<file path="src/pkg/cam_params.svh">
// Functional notes
// - Seventeen addressing modes in nine families
// - Long forms reach the whole 64 KB space
// - Short forms stay in page zero, except short indexed forms, which reach 1FE
// - Memory-to-memory operations use short forms only
// - Inherent instruction is one byte, no operands
// - Immediate instruction: opcode plus operand byte
// - Short direct: one address byte, 00 to FF
// - Long direct: two address bytes, full space
// - Indexed address is index plus offset, unsigned
// - No-offset indexed uses index as address
// - No-offset indexed adds one byte with Y
// - Short indexed: byte offset, reaches 00 to 1FE
// - Long indexed: word offset, full space
// - Indirect: fetch pointer address, then pointer
// - Short indirect: byte pointer, 00 to FF
// - Long indirect: word pointer, full space
// - Branch target counts from next instruction
// - Y prebyte selects index Y, adds a byte
`ifndef CAM_PARAMS_SVH
`define CAM_PARAMS_SVH
`define CAM_PAGE_ZERO 8'h00
`define CAM_PREBYTE_Y 8'h90
`define CAM_OPCODE_BYTES 3'h1
`define CAM_RST_WORD 16'h0000
`define CAM_RST_BYTE 8'h00
`define CAM_SHORT_IDX_MAX 16'h01fe
`endif

</file>
<file path="src/pkg/cam_pkg.sv">
`default_nettype none
package cam_pkg;
   typedef enum logic [4:0] {
      MODE_INH,
      MODE_IMM,
      MODE_DIR_S,
      MODE_DIR_L,
      MODE_IDX_N,
      MODE_IDX_S,
      MODE_IDX_L,
      MODE_IND_S,
      MODE_IND_L,
      MODE_IIDX_S,
      MODE_IIDX_L,
      MODE_REL_D,
      MODE_REL_I,
      MODE_BIT_D,
      MODE_BIT_I,
      MODE_BTJ_D,
      MODE_BTJ_I
   } cam_mode_t;
endpackage
`default_nettype wire

</file>
<file path="src/rtl/cam_addr_decode.sv">
`timescale 1ns/1ps
`default_nettype none
`include "cam_params.svh"
module cam_addr_decode (
   input wire logic i_clock, // 200 MHz clock
   input wire logic i_rst_b, // Synchronous reset, active low
   input wire logic i_start, // Decode request pulse
   input wire cam_pkg::cam_mode_t i_mode, // Addressing mode
   input wire logic i_prebyte_valid, // A prebyte preceded the opcode
   input wire logic [7:0] i_prebyte, // Prebyte value
   input wire logic i_mem_to_mem, // Opcode is memory-to-memory
   input wire logic [7:0] i_index_x, // Index register X
   input wire logic [7:0] i_index_y, // Index register Y
   input wire logic [15:0] i_opcode_addr, // Address of opcode
   input wire logic i_mem_ack, // Read data valid
   input wire logic [7:0] i_mem_data, // Read data
   output logic o_mem_req, // Read request, held until ack
   output logic [15:0] o_mem_addr, // Read address
   output logic o_busy, // Decode in progress
   output logic o_done, // Result valid pulse
   output logic [15:0] o_ea, // Effective address
   output logic [7:0] o_operand, // Immediate operand
   output logic [15:0] o_target, // Branch target
   output logic [2:0] o_length, // Instruction length in bytes
   output logic o_use_y, // Index Y selected
   output logic o_form_fault // Long form on memory-to-memory op
);
   import cam_pkg::*;

   typedef enum logic [1:0] {
      ST_IDLE,
      ST_STREAM,
      ST_PTR,
      ST_CALC
   } cam_state_t;

   cam_state_t st_q;
   cam_mode_t mode_q;
   logic ysel_q;
   logic pre_q;
   logic mm_q;
   logic [7:0] idx_q;
   logic [15:0] opc_q;
   logic cnt_q;
   logic [7:0] strm_q [2];
   logic [7:0] ptr_q [2];
   logic [1:0] nstream;
   logic [1:0] nptr;
   logic [15:0] next_pc;
   logic [15:0] calc_ea;
   logic [15:0] calc_target;
   logic done_q;
   logic [15:0] ea_q;
   logic [15:0] target_q;
   logic [7:0] operand_q;
   logic [2:0] length_q;
   logic fault_q;
   logic last_strm;
   logic last_ptr;

   function automatic logic [1:0] stream_bytes(input cam_mode_t m);
      unique case (m)
         MODE_INH, MODE_IDX_N:
            stream_bytes = 2'd0;
         MODE_DIR_L, MODE_IDX_L, MODE_BTJ_D, MODE_BTJ_I:
            stream_bytes = 2'd2;
         default:
            stream_bytes = 2'd1;
      endcase
   endfunction

   function automatic logic [1:0] ptr_bytes(input cam_mode_t m);
      unique case (m)
         MODE_IND_L, MODE_IIDX_L:
            ptr_bytes = 2'd2;
         MODE_IND_S, MODE_IIDX_S, MODE_REL_I, MODE_BIT_I, MODE_BTJ_I:
            ptr_bytes = 2'd1;
         default:
            ptr_bytes = 2'd0;
      endcase
   endfunction

   function automatic logic is_long(input cam_mode_t m);
      is_long = (m == MODE_DIR_L) || (m == MODE_IDX_L) ||
         (m == MODE_IND_L) || (m == MODE_IIDX_L);
   endfunction

   assign nstream = stream_bytes(mode_q);
   assign nptr = ptr_bytes(mode_q);
   assign last_strm = (cnt_q == nstream[1]);
   assign last_ptr = (cnt_q == nptr[1]);
   assign next_pc = 16'(opc_q + {15'h0000, 1'b1} + {14'h0000, nstream});

   // Sequencer
   always_ff @(posedge i_clock)
   begin
      if (!i_rst_b)
         st_q <= ST_IDLE;
      else
      begin
         unique case (st_q)
            ST_IDLE:
               if (i_start)
               begin
                  if (stream_bytes(i_mode) != 2'd0)
                     st_q <= ST_STREAM;
                  else
                     st_q <= ST_CALC;
               end
            ST_STREAM:
               if (i_mem_ack && last_strm)
               begin
                  if (nptr != 2'd0)
                     st_q <= ST_PTR;
                  else
                     st_q <= ST_CALC;
               end
            ST_PTR:
               if (i_mem_ack && last_ptr)
                  st_q <= ST_CALC;
            ST_CALC:
               st_q <= ST_IDLE;
         endcase
      end
   end

   // Byte counter within a fetch phase
   always_ff @(posedge i_clock)
   begin
      if (!i_rst_b)
         cnt_q <= 1'b0;
      else if (st_q == ST_STREAM && i_mem_ack)
         cnt_q <= last_strm ? 1'b0 : 1'b1;
      else if (st_q == ST_PTR && i_mem_ack)
         cnt_q <= last_ptr ? 1'b0 : 1'b1;
   end

   // Request capture
   always_ff @(posedge i_clock)
   begin
      if (!i_rst_b)
      begin
         mode_q <= MODE_INH;
         ysel_q <= 1'b0;
         pre_q <= 1'b0;
         mm_q <= 1'b0;
         idx_q <= `CAM_RST_BYTE;
         opc_q <= `CAM_RST_WORD;
      end
      else if (st_q == ST_IDLE && i_start)
      begin
         mode_q <= i_mode;
         ysel_q <= i_prebyte_valid && (i_prebyte == `CAM_PREBYTE_Y);
         pre_q <= i_prebyte_valid;
         mm_q <= i_mem_to_mem;
         idx_q <= (i_prebyte_valid && (i_prebyte == `CAM_PREBYTE_Y)) ?
            i_index_y : i_index_x;
         opc_q <= i_opcode_addr;
      end
   end

   // Fetched bytes, in address order so the high byte lands first
   generate
      for (genvar g = 0; g < 2; g++)
      begin : g_byte
         always_ff @(posedge i_clock)
         begin
            if (!i_rst_b)
            begin
               strm_q[g] <= `CAM_RST_BYTE;
               ptr_q[g] <= `CAM_RST_BYTE;
            end
            else if (i_mem_ack && cnt_q == 1'(g))
            begin
               if (st_q == ST_STREAM)
                  strm_q[g] <= i_mem_data;
               else if (st_q == ST_PTR)
                  ptr_q[g] <= i_mem_data;
            end
         end
      end
   endgenerate

   always_comb
   begin
      o_mem_req = (st_q == ST_STREAM) || (st_q == ST_PTR);
      if (st_q == ST_PTR)
         o_mem_addr = 16'({`CAM_PAGE_ZERO, strm_q[0]} +
            {15'h0000, cnt_q});
      else
         o_mem_addr = 16'(opc_q + {15'h0000, 1'b1} + {15'h0000, cnt_q});
   end

   cam_ea_calc u_calc (
      .i_mode(mode_q),
      .i_stream0(strm_q[0]),
      .i_stream1(strm_q[1]),
      .i_ptr0(ptr_q[0]),
      .i_ptr1(ptr_q[1]),
      .i_index(idx_q),
      .i_next_pc(next_pc),
      .o_ea(calc_ea),
      .o_target(calc_target)
   );

   // Result registers
   always_ff @(posedge i_clock)
   begin
      if (!i_rst_b)
      begin
         done_q <= 1'b0;
         ea_q <= `CAM_RST_WORD;
         target_q <= `CAM_RST_WORD;
         operand_q <= `CAM_RST_BYTE;
         length_q <= `CAM_OPCODE_BYTES;
         fault_q <= 1'b0;
      end
      else
      begin
         done_q <= (st_q == ST_CALC);
         if (st_q == ST_CALC)
         begin
            ea_q <= calc_ea;
            target_q <= calc_target;
            operand_q <= strm_q[0];
            length_q <= 3'(`CAM_OPCODE_BYTES + {1'b0, nstream} +
               {2'b00, pre_q});
            fault_q <= mm_q && is_long(mode_q);
         end
      end
   end

   assign o_busy = (st_q != ST_IDLE);
   assign o_done = done_q;
   assign o_ea = ea_q;
   assign o_target = target_q;
   assign o_operand = operand_q;
   assign o_length = length_q;
   assign o_use_y = ysel_q;
   assign o_form_fault = fault_q;
endmodule
`default_nettype wire

</file>
<file path="src/rtl/cam_ea_calc.sv">
`timescale 1ns/1ps
`default_nettype none
`include "cam_params.svh"
module cam_ea_calc (
   input wire cam_pkg::cam_mode_t i_mode, // Addressing mode
   input wire logic [7:0] i_stream0, // First byte after opcode
   input wire logic [7:0] i_stream1, // Second byte after opcode
   input wire logic [7:0] i_ptr0, // First pointer byte
   input wire logic [7:0] i_ptr1, // Second pointer byte
   input wire logic [7:0] i_index, // Selected index value
   input wire logic [15:0] i_next_pc, // Address of next instruction
   output logic [15:0] o_ea, // Effective address
   output logic [15:0] o_target // Branch target
);
   import cam_pkg::*;
   logic [8:0] sum_s;
   logic [8:0] sum_p;
   logic [7:0] rel;

   assign sum_s = {1'b0, i_index} + {1'b0, i_stream0};
   assign sum_p = {1'b0, i_index} + {1'b0, i_ptr0};

   always_comb
   begin
      o_ea = `CAM_RST_WORD;
      rel = i_stream0;
      unique case (i_mode)
         MODE_INH, MODE_IMM:
            o_ea = `CAM_RST_WORD;
         MODE_DIR_S, MODE_BIT_D:
            o_ea = {`CAM_PAGE_ZERO, i_stream0};
         MODE_BTJ_D:
         begin
            o_ea = {`CAM_PAGE_ZERO, i_stream0};
            rel = i_stream1;
         end
         MODE_DIR_L:
            o_ea = {i_stream0, i_stream1};
         MODE_IDX_N:
            o_ea = {`CAM_PAGE_ZERO, i_index};
         MODE_IDX_S:
            o_ea = {7'h00, sum_s};
         MODE_IDX_L:
            o_ea = 16'({i_stream0, i_stream1} + {8'h00, i_index});
         MODE_IND_S, MODE_BIT_I:
            o_ea = {`CAM_PAGE_ZERO, i_ptr0};
         MODE_BTJ_I:
         begin
            o_ea = {`CAM_PAGE_ZERO, i_ptr0};
            rel = i_stream1;
         end
         MODE_IND_L:
            o_ea = {i_ptr0, i_ptr1};
         MODE_IIDX_S:
            o_ea = {7'h00, sum_p};
         MODE_IIDX_L:
            o_ea = 16'({i_ptr0, i_ptr1} + {8'h00, i_index});
         MODE_REL_D:
            rel = i_stream0;
         MODE_REL_I:
            rel = i_ptr0;
      endcase
   end

   // Sign extend offset onto next instruction address
   assign o_target = 16'(i_next_pc + {{8{rel[7]}}, rel});
endmodule
`default_nettype wire

</file>
<file path="config.mk">
export PLATFORM = sky130hd
export DESIGN_NAME = cam_addr_decode
export DESIGN_NICKNAME = d
export VERILOG_FILES = /design/src/pkg/cam_pkg.sv /design/src/rtl/cam_addr_decode.sv /design/src/rtl/cam_ea_calc.sv
export VERILOG_INCLUDE_DIRS = /design/src /design/src/pkg
export SDC_FILE = /design/constraint.sdc
export NUM_CORES = 1
export LEC_CHECK = 0
export ABC_AREA = 1
export BUFFER_PORTS_ARGS = -buffer_cell sky130_fd_sc_hd__buf_2
export CORE_MARGIN = 4
export CORE_UTILIZATION = 40
export CTS_CLUSTER_SIZE = 16
export DETAILED_ROUTE_END_ITERATION = 8
export GPL_TIMING_DRIVEN = 0
export PLACE_DENSITY_LB_ADDON = 0.1
export SYNTH_ARGS = -nofsm -noshare
export SYNTH_HDL_FRONTEND = slang
export SYNTH_SLANG_ARGS = --single-unit
export TNS_END_PERCENT = 1
</file>
<file path="constraint.sdc">
create_clock -name i_clock -period 3.4 [get_ports i_clock]
set_input_delay 0.68 -clock i_clock [delete_from_list [all_inputs] [get_ports i_clock]]
set_output_delay 0.68 -clock i_clock [all_outputs]
set_load 0.005 [all_outputs]
</file>
* Word level (Yosys, flattened, before mapping)
Memories as Yosys holds them, arrays and structs flattened.
Index checks and enable logic that the tools add are counted.
** Word-level totals
- Register bits after elaboration :: 80
- Memory bits (writable) :: 32
- Bits of input ports :: 59
- Output and inout bits :: 64
- Word-level logic and storage cells :: 130
- Memories :: 2
** Operators by class
- $add $sub $neg :: 11
- Eq/ne operators :: 28
- Multiplexer cells :: 40
- Bitwise logic cells :: 5
- Reductions and logical operators :: 30
** Memory list
- ptr_q :: words 2, bits a word 8, read ports 2, clocked after Yosys merged registers in 0, write ports 2, RTL line cam_addr_decode.sv:46 : logic [7:0] ptr_q [2];
- strm_q :: words 2, bits a word 8, read ports 2, clocked after Yosys merged registers in 0, write ports 2, RTL line cam_addr_decode.sv:45 : logic [7:0] strm_q [2];
** Operators with widths (count)
- one-hot mux 16 bit (9 select lines) :: 1
- == test 5 x 4 -> 1 bit (second input constant) :: 8
- two-way mux 8 bit :: 5
- adder 16 x 8 -> 16 bit :: 2
- == test 5 x 3 -> 1 bit (second input constant) :: 6
- two-way mux 1 bit :: 21
- adder 8 x 8 -> 9 bit :: 2
- adder 16 x 1 -> 16 bit :: 1
- adder 16 x 1 -> 16 bit (second input constant) :: 1
- adder 16 bit :: 1
- adder 16 x 2 -> 16 bit :: 1
- two-way mux 16 bit :: 1
- one-hot mux 8 bit (2 select lines) :: 1
- == test 5 x 2 -> 1 bit (second input constant) :: 3
- two-way mux 2 bit :: 7
- one-hot mux 2 bit (2 select lines) :: 3
- == test 5 bit (second input constant) :: 2
- logical NOT 5 bit :: 2
- adder 8 x 1 -> 9 bit :: 1
- logical AND 1 bit :: 9
- == test 8 bit (second input constant) :: 1
- one-hot mux 2 bit (4 select lines) :: 1
- nonzero test 2 bit :: 4
- OR reduction 2 bit :: 4
- 14 further kinds :: 26

* Logic depth before layout (Yosys ltp)
Gate-level depths: netlist of run 1.
- Depth after elaboration :: 10
- Mapped depth :: 23
- Depth with buffers taken out :: 22

* Modules after synthesis
A second synthesis of run 1 with hierarchy kept.
** Unflattened totals
- Cells, all modules :: 1233
- Area, all modules :: 8353.0 um^2
** By module, submodules not included
- cam_addr_decode :: times used 1, cells an instance 764, area an instance 5731.7 um^2, seq. area each 2562.5 um^2
- cam_ea_calc :: times used 1, cells an instance 469, area an instance 2621.3 um^2, seq. area each 0.0 um^2

* Worst setup path after synthesis of run 1
No wires, ideal clock.
- Path type :: register to register
- Start point :: reg opc_q[0]
- End point :: reg target_q[13] (netlist: o_target[13])
- Data arrival time :: 2927 ps
- Path slack :: 352 ps
- Stages on the path, launching flop included :: 16
- Buffers on the path :: 0
- Path through :: dfxtp_1 -> ha_1 -> nand2_1 -> nor2_2 -> nand3_1 -> xor2_1 -> inv_1 -> ha_1 -> ha_1 -> a21oi_1 -> inv_1 -> a31oi_1 -> o21bai_1 -> a21boi_0 -> and2_1 -> o21ai_0
** Between the ends
- Cells in the longest elaborated chain, start to end :: 3
** Ends and longest elaborated chain
- start, declared :: RTL line cam_addr_decode.sv:43 : logic [15:0] opc_q;
- start signal, assigned :: RTL line cam_addr_decode.sv:148 : opc_q <= `CAM_RST_WORD;
- start signal, assigned :: RTL line cam_addr_decode.sv:158 : opc_q <= i_opcode_addr;
- adder 16 x 1 -> 16 bit :: RTL line cam_addr_decode.sv:92 : assign next_pc = 16'(opc_q + {15'h0000, 1'b1} + {14'h0000, nstream});
- adder 16 x 2 -> 16 bit :: RTL line cam_addr_decode.sv:92
- adder 16 bit :: RTL line cam_ea_calc.sv:66 : assign o_target = 16'(i_next_pc + {{8{rel[7]}}, rel});
- end signal, assigned :: RTL line cam_addr_decode.sv:213 : target_q <= `CAM_RST_WORD;
- end signal, assigned :: RTL line cam_addr_decode.sv:224 : target_q <= calc_target;
- end, declared :: RTL line cam_addr_decode.sv:54 : logic [15:0] target_q;
No other way between the ends.
A chain may end at the register's enable or synchronous reset.

* Final worst setup path of run 1
- Start point :: reg mode_q[0]
- End point :: reg target_q[13] (netlist: o_target[13])
** Between the ends
- Cells in the longest elaborated chain, start to end :: 5
- Elaborated cells between the ends (all ways) :: 14
** Ends and longest elaborated chain
- start, declared :: RTL line cam_addr_decode.sv:38 : cam_mode_t mode_q;
- start signal, assigned :: RTL line cam_addr_decode.sv:152 : mode_q <= i_mode;
- == test 5 x 2 -> 1 bit, or another cell as far along :: RTL line cam_addr_decode.sv:62 : unique case (m)
- OR reduction 4 bit or OR reduction 2 bit (tied branches) :: RTL line cam_addr_decode.sv:62
- one-hot mux 2 bit (2 select lines) :: RTL line cam_addr_decode.sv:62
- adder 16 x 2 -> 16 bit :: RTL line cam_addr_decode.sv:92
- adder 16 bit (*) :: RTL line cam_ea_calc.sv:66
Mark *: on every way between the ends. The rest lies on a longest branch, timed or not.

==> results of run 1 <==
[timing repair]
item                       in CTS  in global routing
pin swaps                       0                  8
gates resized for setup         9                 39
buffers inserted                0                 14
setup endpoints to repair      13                 24
[registers in the layout, indices dropped and copies added, names as in the netlist]
name	count
ptr_q	16
o_use_y	1
opc_q	16
o_form_fault	1
mm_q	1
strm_q	16
o_length	3
o_ea	16
pre_q	1
mode_q	5
o_done	1
o_target	16
idx_q	8
st_q	2
o_operand	8
cnt_q	1
[worst paths after layout]
path / depth (start not counted) / startpoint / endpoint / slack, ns
worst max register to register: 18 / mode_q[0] / o_target[13] / 0.17
worst min-delay path: 2 / o_ea[14] / o_ea[14] / 0.45
worst max-delay path: 18 / mode_q[0] / o_target[13] / 0.17
worst min register to register: 2 / o_ea[14] / o_ea[14] / 0.45
[synthesized netlist by cell type (3+ instances only)]
library cell  count
buf_2             3
o21ai_1          13
nor2_4            5
inv_1           136
o221ai_1          3
o22ai_1          18
nor2_2            9
nand2_1         263
nand2_2           8
nand3_1          56
a22o_1            3
nor2_1          126
a22oi_1          12
fa_1              4
o211ai_1          7
nor4_1            5
xor2_1           16
a21o_1            3
a21oi_1          74
o21ai_0         108
clkbuf_1         22
ha_1             55
nand4_1          11
dfxtp_1          80
a32o_1            3
xnor2_1           4
a31oi_1           6
o32ai_1           3
nor3_1           12
edfxtp_1         32
nor3_2            3
inv_2            17
[tightest hold or removal path: stages, from the launching register on]
cell     delay (ns)
dfxtp_1        0.31
nand2_1        0.06
nand2_1        0.04
[through the flow]
| stage | instance area (µm²) | util [%] | hold slack [ns] |
|---|---|---|---|
| 2_1_floorplan | 7930 | - | 0.438 |
| 3_3_place_gp | 8860 | 45.5 | 0.432 |
| 3_5_place_dp | 8860 | 45.5 | 0.434 |
| 4_1_cts | 9190 | 47.2 | 0.452 |
| 5_1_grt | 9400 | 48.3 | 0.462 |
| 6_report | 9400 | 48.3 | 0.450 |
[cells by family (layout without fill, tap and decap cells)]
kind of cell,after synthesis,after routing
buffers and inverters,183,333
AO/OA/AOI/OAI,262,262
AND/OR/NAND/NOR,510,510
adder cells (fa/ha/maj),59,59
flip-flops,112,112
XOR/XNOR,22,22
[per-layer routing]
metal / vias to the layer above / part of all wire [%] / GRT usage, % / routed length, µm
met1: 3581 / 50 / 35.3 / 12700
met3: 40 / 8.2 / 4.86 / 2100
met5: - / 0 / 0 / 0
li1: 4124 / - / - / -
met4: 0 / 2.0 / 7.00 / 513
met2: 304 / 40 / 32.6 / 10200
[placed cells by master (no fill, tap or decap), types with 9 or more instances in the layout]
cell type,count
nand2_1,260
inv_1,135
nor2_1,124
buf_2,123
o21ai_0,101
dfxtp_1,74
a21oi_1,71
nand3_1,55
ha_1,53
edfxtp_1,32
clkbuf_1,20
o21ai_1,19
inv_2,18
o22ai_1,18
buf_4,16
xor2_1,13
nor3_1,11
nand4_1,11
a22oi_1,11
nand2_2,10
nor2_4,9
clkbuf_16,9
[area by class of cell]
class,instances,area (µm²),area share [%]
flip-flops and latches,112,2580,27.4
multi-input cells,853,4780,50.8
repair buffers,135,711,7.56
clock inverters,7,71.3,0.759
inverters,155,582,6.19
clock buffers,9,225,2.40
well taps,265,332,3.53
plain buffers,27,124,1.32
[power groups by stage]
stage	sequential, mW	combinational (mW)	clock, mW
3_5_place_dp	1.83	2.62	0
4_1_cts	1.80	2.65	1.10
2_1_floorplan	1.76	1.81	0
5_1_grt	1.85	3.12	1.16
3_3_place_gp	1.83	2.62	0
6_report	1.82	2.77	1.09
==> flow_metrics.py, run 1 <==
metrics = {
    "synthesis": {
        "syn_inst": 1148,
        "seq_area_frac_synth_pct": 32.3,
        "synthMuxAreaShare_pct": 0,
        "syn_area_um2": 7930,
        "synth_edf_count": 32,
        "synthDistinctLibCells": 52,
        "synth_area_leaders": "dfxtp_1, nand2_1, edfxtp_1, ha_1, o21ai_0",
        "yosysTopAreaCell": "dfxtp_1",
        "synthXorXnorAreaFrac_pct": 2.62,
        "avgSynthCellArea_um2": 6.91,
        "ys.flop_type": "dfxtp_1",
        "async_flop_share_pct": 0,
        "synth-simple-area-share_pct": 27.9,
        "synth_fa_ha_area_share_pct": 9.69,
        "synth_seq_cells": 112,
        "syn_nets": 1266,
        "synth_compound_area_share_pct": 18.6,
        "synth_top_family_by_area": "simple AND/OR/NAND/NOR gates",
        "synth_top_area_share_pct": 20.2,
        "synth_warnings": 0,
    },
    "global_routing": {
        "grt_max_degree": 22,
        "antenna_found_initial": 0,
        "grt-ovfl-total": 0,
        "grt_pass1_wl_um": 40300,
        "grt_use_total_pct": 23.1,
        "grt_pass1_vias": 7427,
    },
    "power": {
        "fin_total_pwr_mw": 5.68,
        "swShare_pct": 45.6,
        "p_per_area_nw_per_um2": 604,
        "power_frac_seq_pct": 32.1,
        "vdd_drop_max_mv": 0.318,
        "pwr-share-clk_pct": 19.1,
        "p_leak_nw": 4.61,
        "p_int_mw": 3.09,
        "comb_power_share_pct": 48.8,
        "p_sw_mw": 2.59,
    },
    "critical_path": {
        "critical_path_required_ns": 3.69,
        "crit_slowest_cell": "dfxtp_4",
        "path_delay_family": "simple AND/OR/NAND/NOR gates",
        "critPathArrivalTime_ns": 3.52,
        "path_max_fanout": 8,
        "crit_type": "reg -> reg",
        "end_kind": "register",
        "cp-start-kind": "register",
        "worst-path-buf-inv": 3,
        "slowest_delay_ns": 0.38,
        "path_cells": "nor2_1, nand2_2, nor2_4, nor2_1, inv_2, o21ai_0, ha_1, ha_1, inv_1, fa_1, inv_1, nand3_1, nand2_1, a31oi_4, o21bai_1, a21boi_1, and2_1, o21ai_0",
    },
    "route": {
        "routedWlPerCell_um": 16.4,
        "totalWireLength_um": 25600,
        "firstDrtPassIters": 6,
        "ant_nets": 0,
        "viasPerCell": 5.15,
        "remaining_drc_errors": 0,
        "drt-initial-drc-count": 558,
        "vias": 8049,
    },
    "floorplan": {
        "dieWidth_um": 149,
        "die_h_um": 149,
        "dieArea_um2": 22100,
        "num_rows": 51,
        "start_util_pct": 40.7,
        "core_area_um2": 19500,
        "io_pins": 123,
    },
    "cts": {
        "cts.clk_slew.worst_paths_ns": 0.08,
        "clock-sinks": 112,
        "clk_latency_ns": 0.37,
        "cts_tree": "done",
        "cts_made_buffers": 9,
        "clock_path_buffers": 2,
        "hold_buffers": 0,
        "cts-root-buf": "clkbuf_16",
        "cts_max_level": 3,
    },
    "outcome": {
        "status": "finished, final reports clean",
    },
    "placement": {
        "dp.cells": 1534,
        "post-place-ws_ns": -0.272,
        "io_buffers": 121,
        "finalWeightedCongestion": 0.969,
        "hpwlAfterDp_um": 20700,
    },
    "sta": {
        "drv_slew": 0,
        "fin_ws_ns": 0.170,
        "final-hold-violation-count": 0,
        "fin_crit_ns": 3.23,
        "rsz0062_at_grt": "yes",
        "timing.clock.skew_ns": 0.0145,
        "worstMarginPinSlew_ns": 1.10,
        "slew-limit-headroom_pct": 26.0,
        "timing.setup.tns_ns": 0,
        "fmax_ghz": 0.310,
        "period_share_pct": 95.0,
        "setup_viol": 0,
    },
    "layout": {
        "drive_above_1_share_pct": 18.2,
        "fillCellCount": 2055,
        "num-nets-final": 1411,
        "diodes": 0,
        "areaGrowthSynthToFinish_pct": 18.6,
        "fin_cells": 1563,
    },
    "run": {
        "drv_cap": 0,
    },
    "min_path": {
        "hp-class": "reg -> reg",
    },
}
(Power assumes the default switching activity.)
==> run 2: changes to the inputs <==
PLACE_DENSITY_LB_ADDON = default   (was 0.1)
==> run 2 against run 1 <==
  * Sequential power about the same
  * Global-route usage fell by 0.085 points
  * First-iteration DRC count grew 39%
  * Combinational power barely moved
  * Final area decreased by 0.23%
  * Via count increased by 1.9%
  * Largest cell class unchanged
  * Largest power group unchanged
==> flow_metrics.py, run 2 (synthesis results as in run 1) <==
metrics = {
    "layout": {
        "final_common_cell": "nand2_1",
        "diodes": 0,
        "post-route-cell-area_um2": 9380,
        "drive_above_1_share_pct": 17.7,
        "fin_util_pct": 48.2,
        "mostFrequentLayoutCells": "nand2_1, inv_1, nor2_1, buf_2, o21ai_0",
        "num-nets-final": 1406,
        "areaGrowthSynthToFinish_pct": 18.3,
    },
    "route": {
        "route.met3.wl_um": 2140,
        "drt-initial-drc-count": 776,
        "totalWireLength_um": 25900,
        "remaining_drc_errors": 0,
        "met1Wirelength_um": 12600,
        "ant_nets": 0,
        "top_layer": "met4",
        "met2_length_um": 10700,
        "firstDrtPassIters": 5,
        "routedWlPerCell_um": 16.6,
        "vias": 8202,
        "viasPerCell": 5.26,
    },
    "critical_path": {
        "path_delay_family": "compound AO/OA/AOI/OAI gates",
        "path_max_fanout": 8,
        "path_cells": "inv_2, nand2_2, nor2_4, buf_12, a22oi_1, o21ai_0, ha_1, inv_1, fa_1, inv_1, nand3_1, nand2_1, a31oi_4, o21bai_1, a21boi_1, and2_1, o21ai_0",
        "worst-path-buf-inv": 4,
        "slowest_delay_ns": 0.43,
        "end_kind": "register",
        "critical_path_required_ns": 3.69,
        "cp-start-kind": "register",
        "crit_type": "reg -> reg",
        "critPathArrivalTime_ns": 3.50,
        "crit_slowest_cell": "fa_1",
    },
    "floorplan": {
        "io_pins": 123,
        "start_util_pct": 40.7,
        "num_rows": 51,
        "core_area_um2": 19500,
        "die_h_um": 149,
        "dieArea_um2": 22100,
        "dieWidth_um": 149,
    },
    "cts": {
        "hold_buffers": 0,
        "clock-sinks": 112,
        "cts_max_level": 3,
        "clk_latency_ns": 0.37,
        "cts-root-buf": "clkbuf_16",
        "cts.clk_slew.worst_paths_ns": 0.08,
        "cts_tree": "done",
        "cts_made_buffers": 9,
        "clock_path_buffers": 2,
    },
    "placement": {
        "hpwlAfterDp_um": 20800,
        "post-place-ws_ns": -0.262,
        "finalWeightedCongestion": 0.998,
        "placed_cell_area_um2": 8860,
        "io_buffers": 121,
    },
    "sta": {
        "hold_ws_ns": 0.449,
        "fin_ws_ns": 0.190,
        "fin_crit_ns": 3.21,
        "fmax_ghz": 0.311,
        "final-hold-violation-count": 0,
        "slew-limit-headroom_pct": 23.9,
        "setup_viol": 0,
        "rsz0062_at_grt": "yes",
        "drv_slew": 0,
        "timing.clock.skew_ns": 0.0141,
        "worstMarginPinSlew_ns": 1.13,
        "period_share_pct": 94.4,
    },
    "power": {
        "comb_power_share_pct": 48.4,
        "swShare_pct": 45.1,
        "vdd_drop_max_mv": 0.304,
        "power_frac_seq_pct": 31.7,
        "p_per_area_nw_per_um2": 613,
        "p_sw_mw": 2.59,
        "p_leak_nw": 4.60,
        "p_int_mw": 3.16,
        "pwr-share-clk_pct": 19.9,
        "fin_total_pwr_mw": 5.75,
    },
    "global_routing": {
        "grt_max_degree": 21,
        "grt_use_total_pct": 23.0,
        "grt-ovfl-total": 0,
        "grt_pass1_vias": 7470,
        "antenna_found_initial": 0,
        "grt_pass1_wl_um": 40100,
    },
    "min_path": {
        "hp-class": "reg -> reg",
    },
    "run": {
        "drv_cap": 0,
    },
    "outcome": {
        "status": "finished, final reports clean",
    },
}
==> run 2: changes by cell type in the layout (fill, tap and decap cells not counted), sizes merged <==
cell,before,now
clkinv,3,5
buf,140,135
clkinvlp,2,0
bufinv,0,1
nand2,272,273
clkbuf,31,30
inv,157,156
==> run 2: tightest hold or removal path, delay by kind of cell, from the launching register on <==
kind             cells  cell delay, ns
and+or+nand+nor      2            0.10
DFF                  1            0.31
==> run 2: repair_timing <==
action | 4_1_cts | 5_1_grt
setup endpoints to repair | 11 | 20
pin swaps | 0 | 7
cloned | 0 | 1
gates resized for setup | 9 | 34
buffers inserted | 0 | 8
==> run 2: metal layers <==
layer,global-route usage (%),vias up
met4,6.18,0
met5,0,-
met3,3.80,33
met1,34.8,3712
li1,-,4112
met2,34.1,345
==> run 2: layout make-up <==
class                           count  area, µm²
Buffer                             27        124
Clock buffer                        9        225
Clock inverter                      7       87.6
Fill cell                        2075      10100
Inverter                          155        582
Multi-Input combinational cell    854       4780
Sequential cell                   112       2570
Tap cell                          265        332
Timing Repair Buffer              129        678
==> run 2: path summary, 6_finish.rpt <==
path | endpoint | start | slack, ns | cells past startpoint
worst max register to register | o_target[13] | mode_q[4] | 0.19 | 17
worst max-delay path | o_target[13] | mode_q[4] | 0.19 | 17
worst min-delay path | o_ea[14] | o_ea[14] | 0.45 | 2
worst min register to register | o_ea[14] | o_ea[14] | 0.45 | 2
==> run 2: per-stage QoR <==
| step | std cells | TNS [ns] |
|---|---|---|
| after floorplan | 1148 | 0 |
| after global placement | 1534 | -1.05 |
| after detailed placement | 1534 | -1.29 |
| after CTS | 1549 | 0 |
| after global routing | 1558 | -0.135 |
| final | 1558 | 0 |
==> run 2: power by group through the flow <==
stage	combinational (mW)	sequential (mW)	clock, mW
finish	2.78	1.82	1.14
global placement	2.60	1.83	0
global route	3.10	1.85	1.21
detailed placement	2.62	1.83	0
floorplan	1.81	1.76	0
CTS	2.65	1.80	1.16
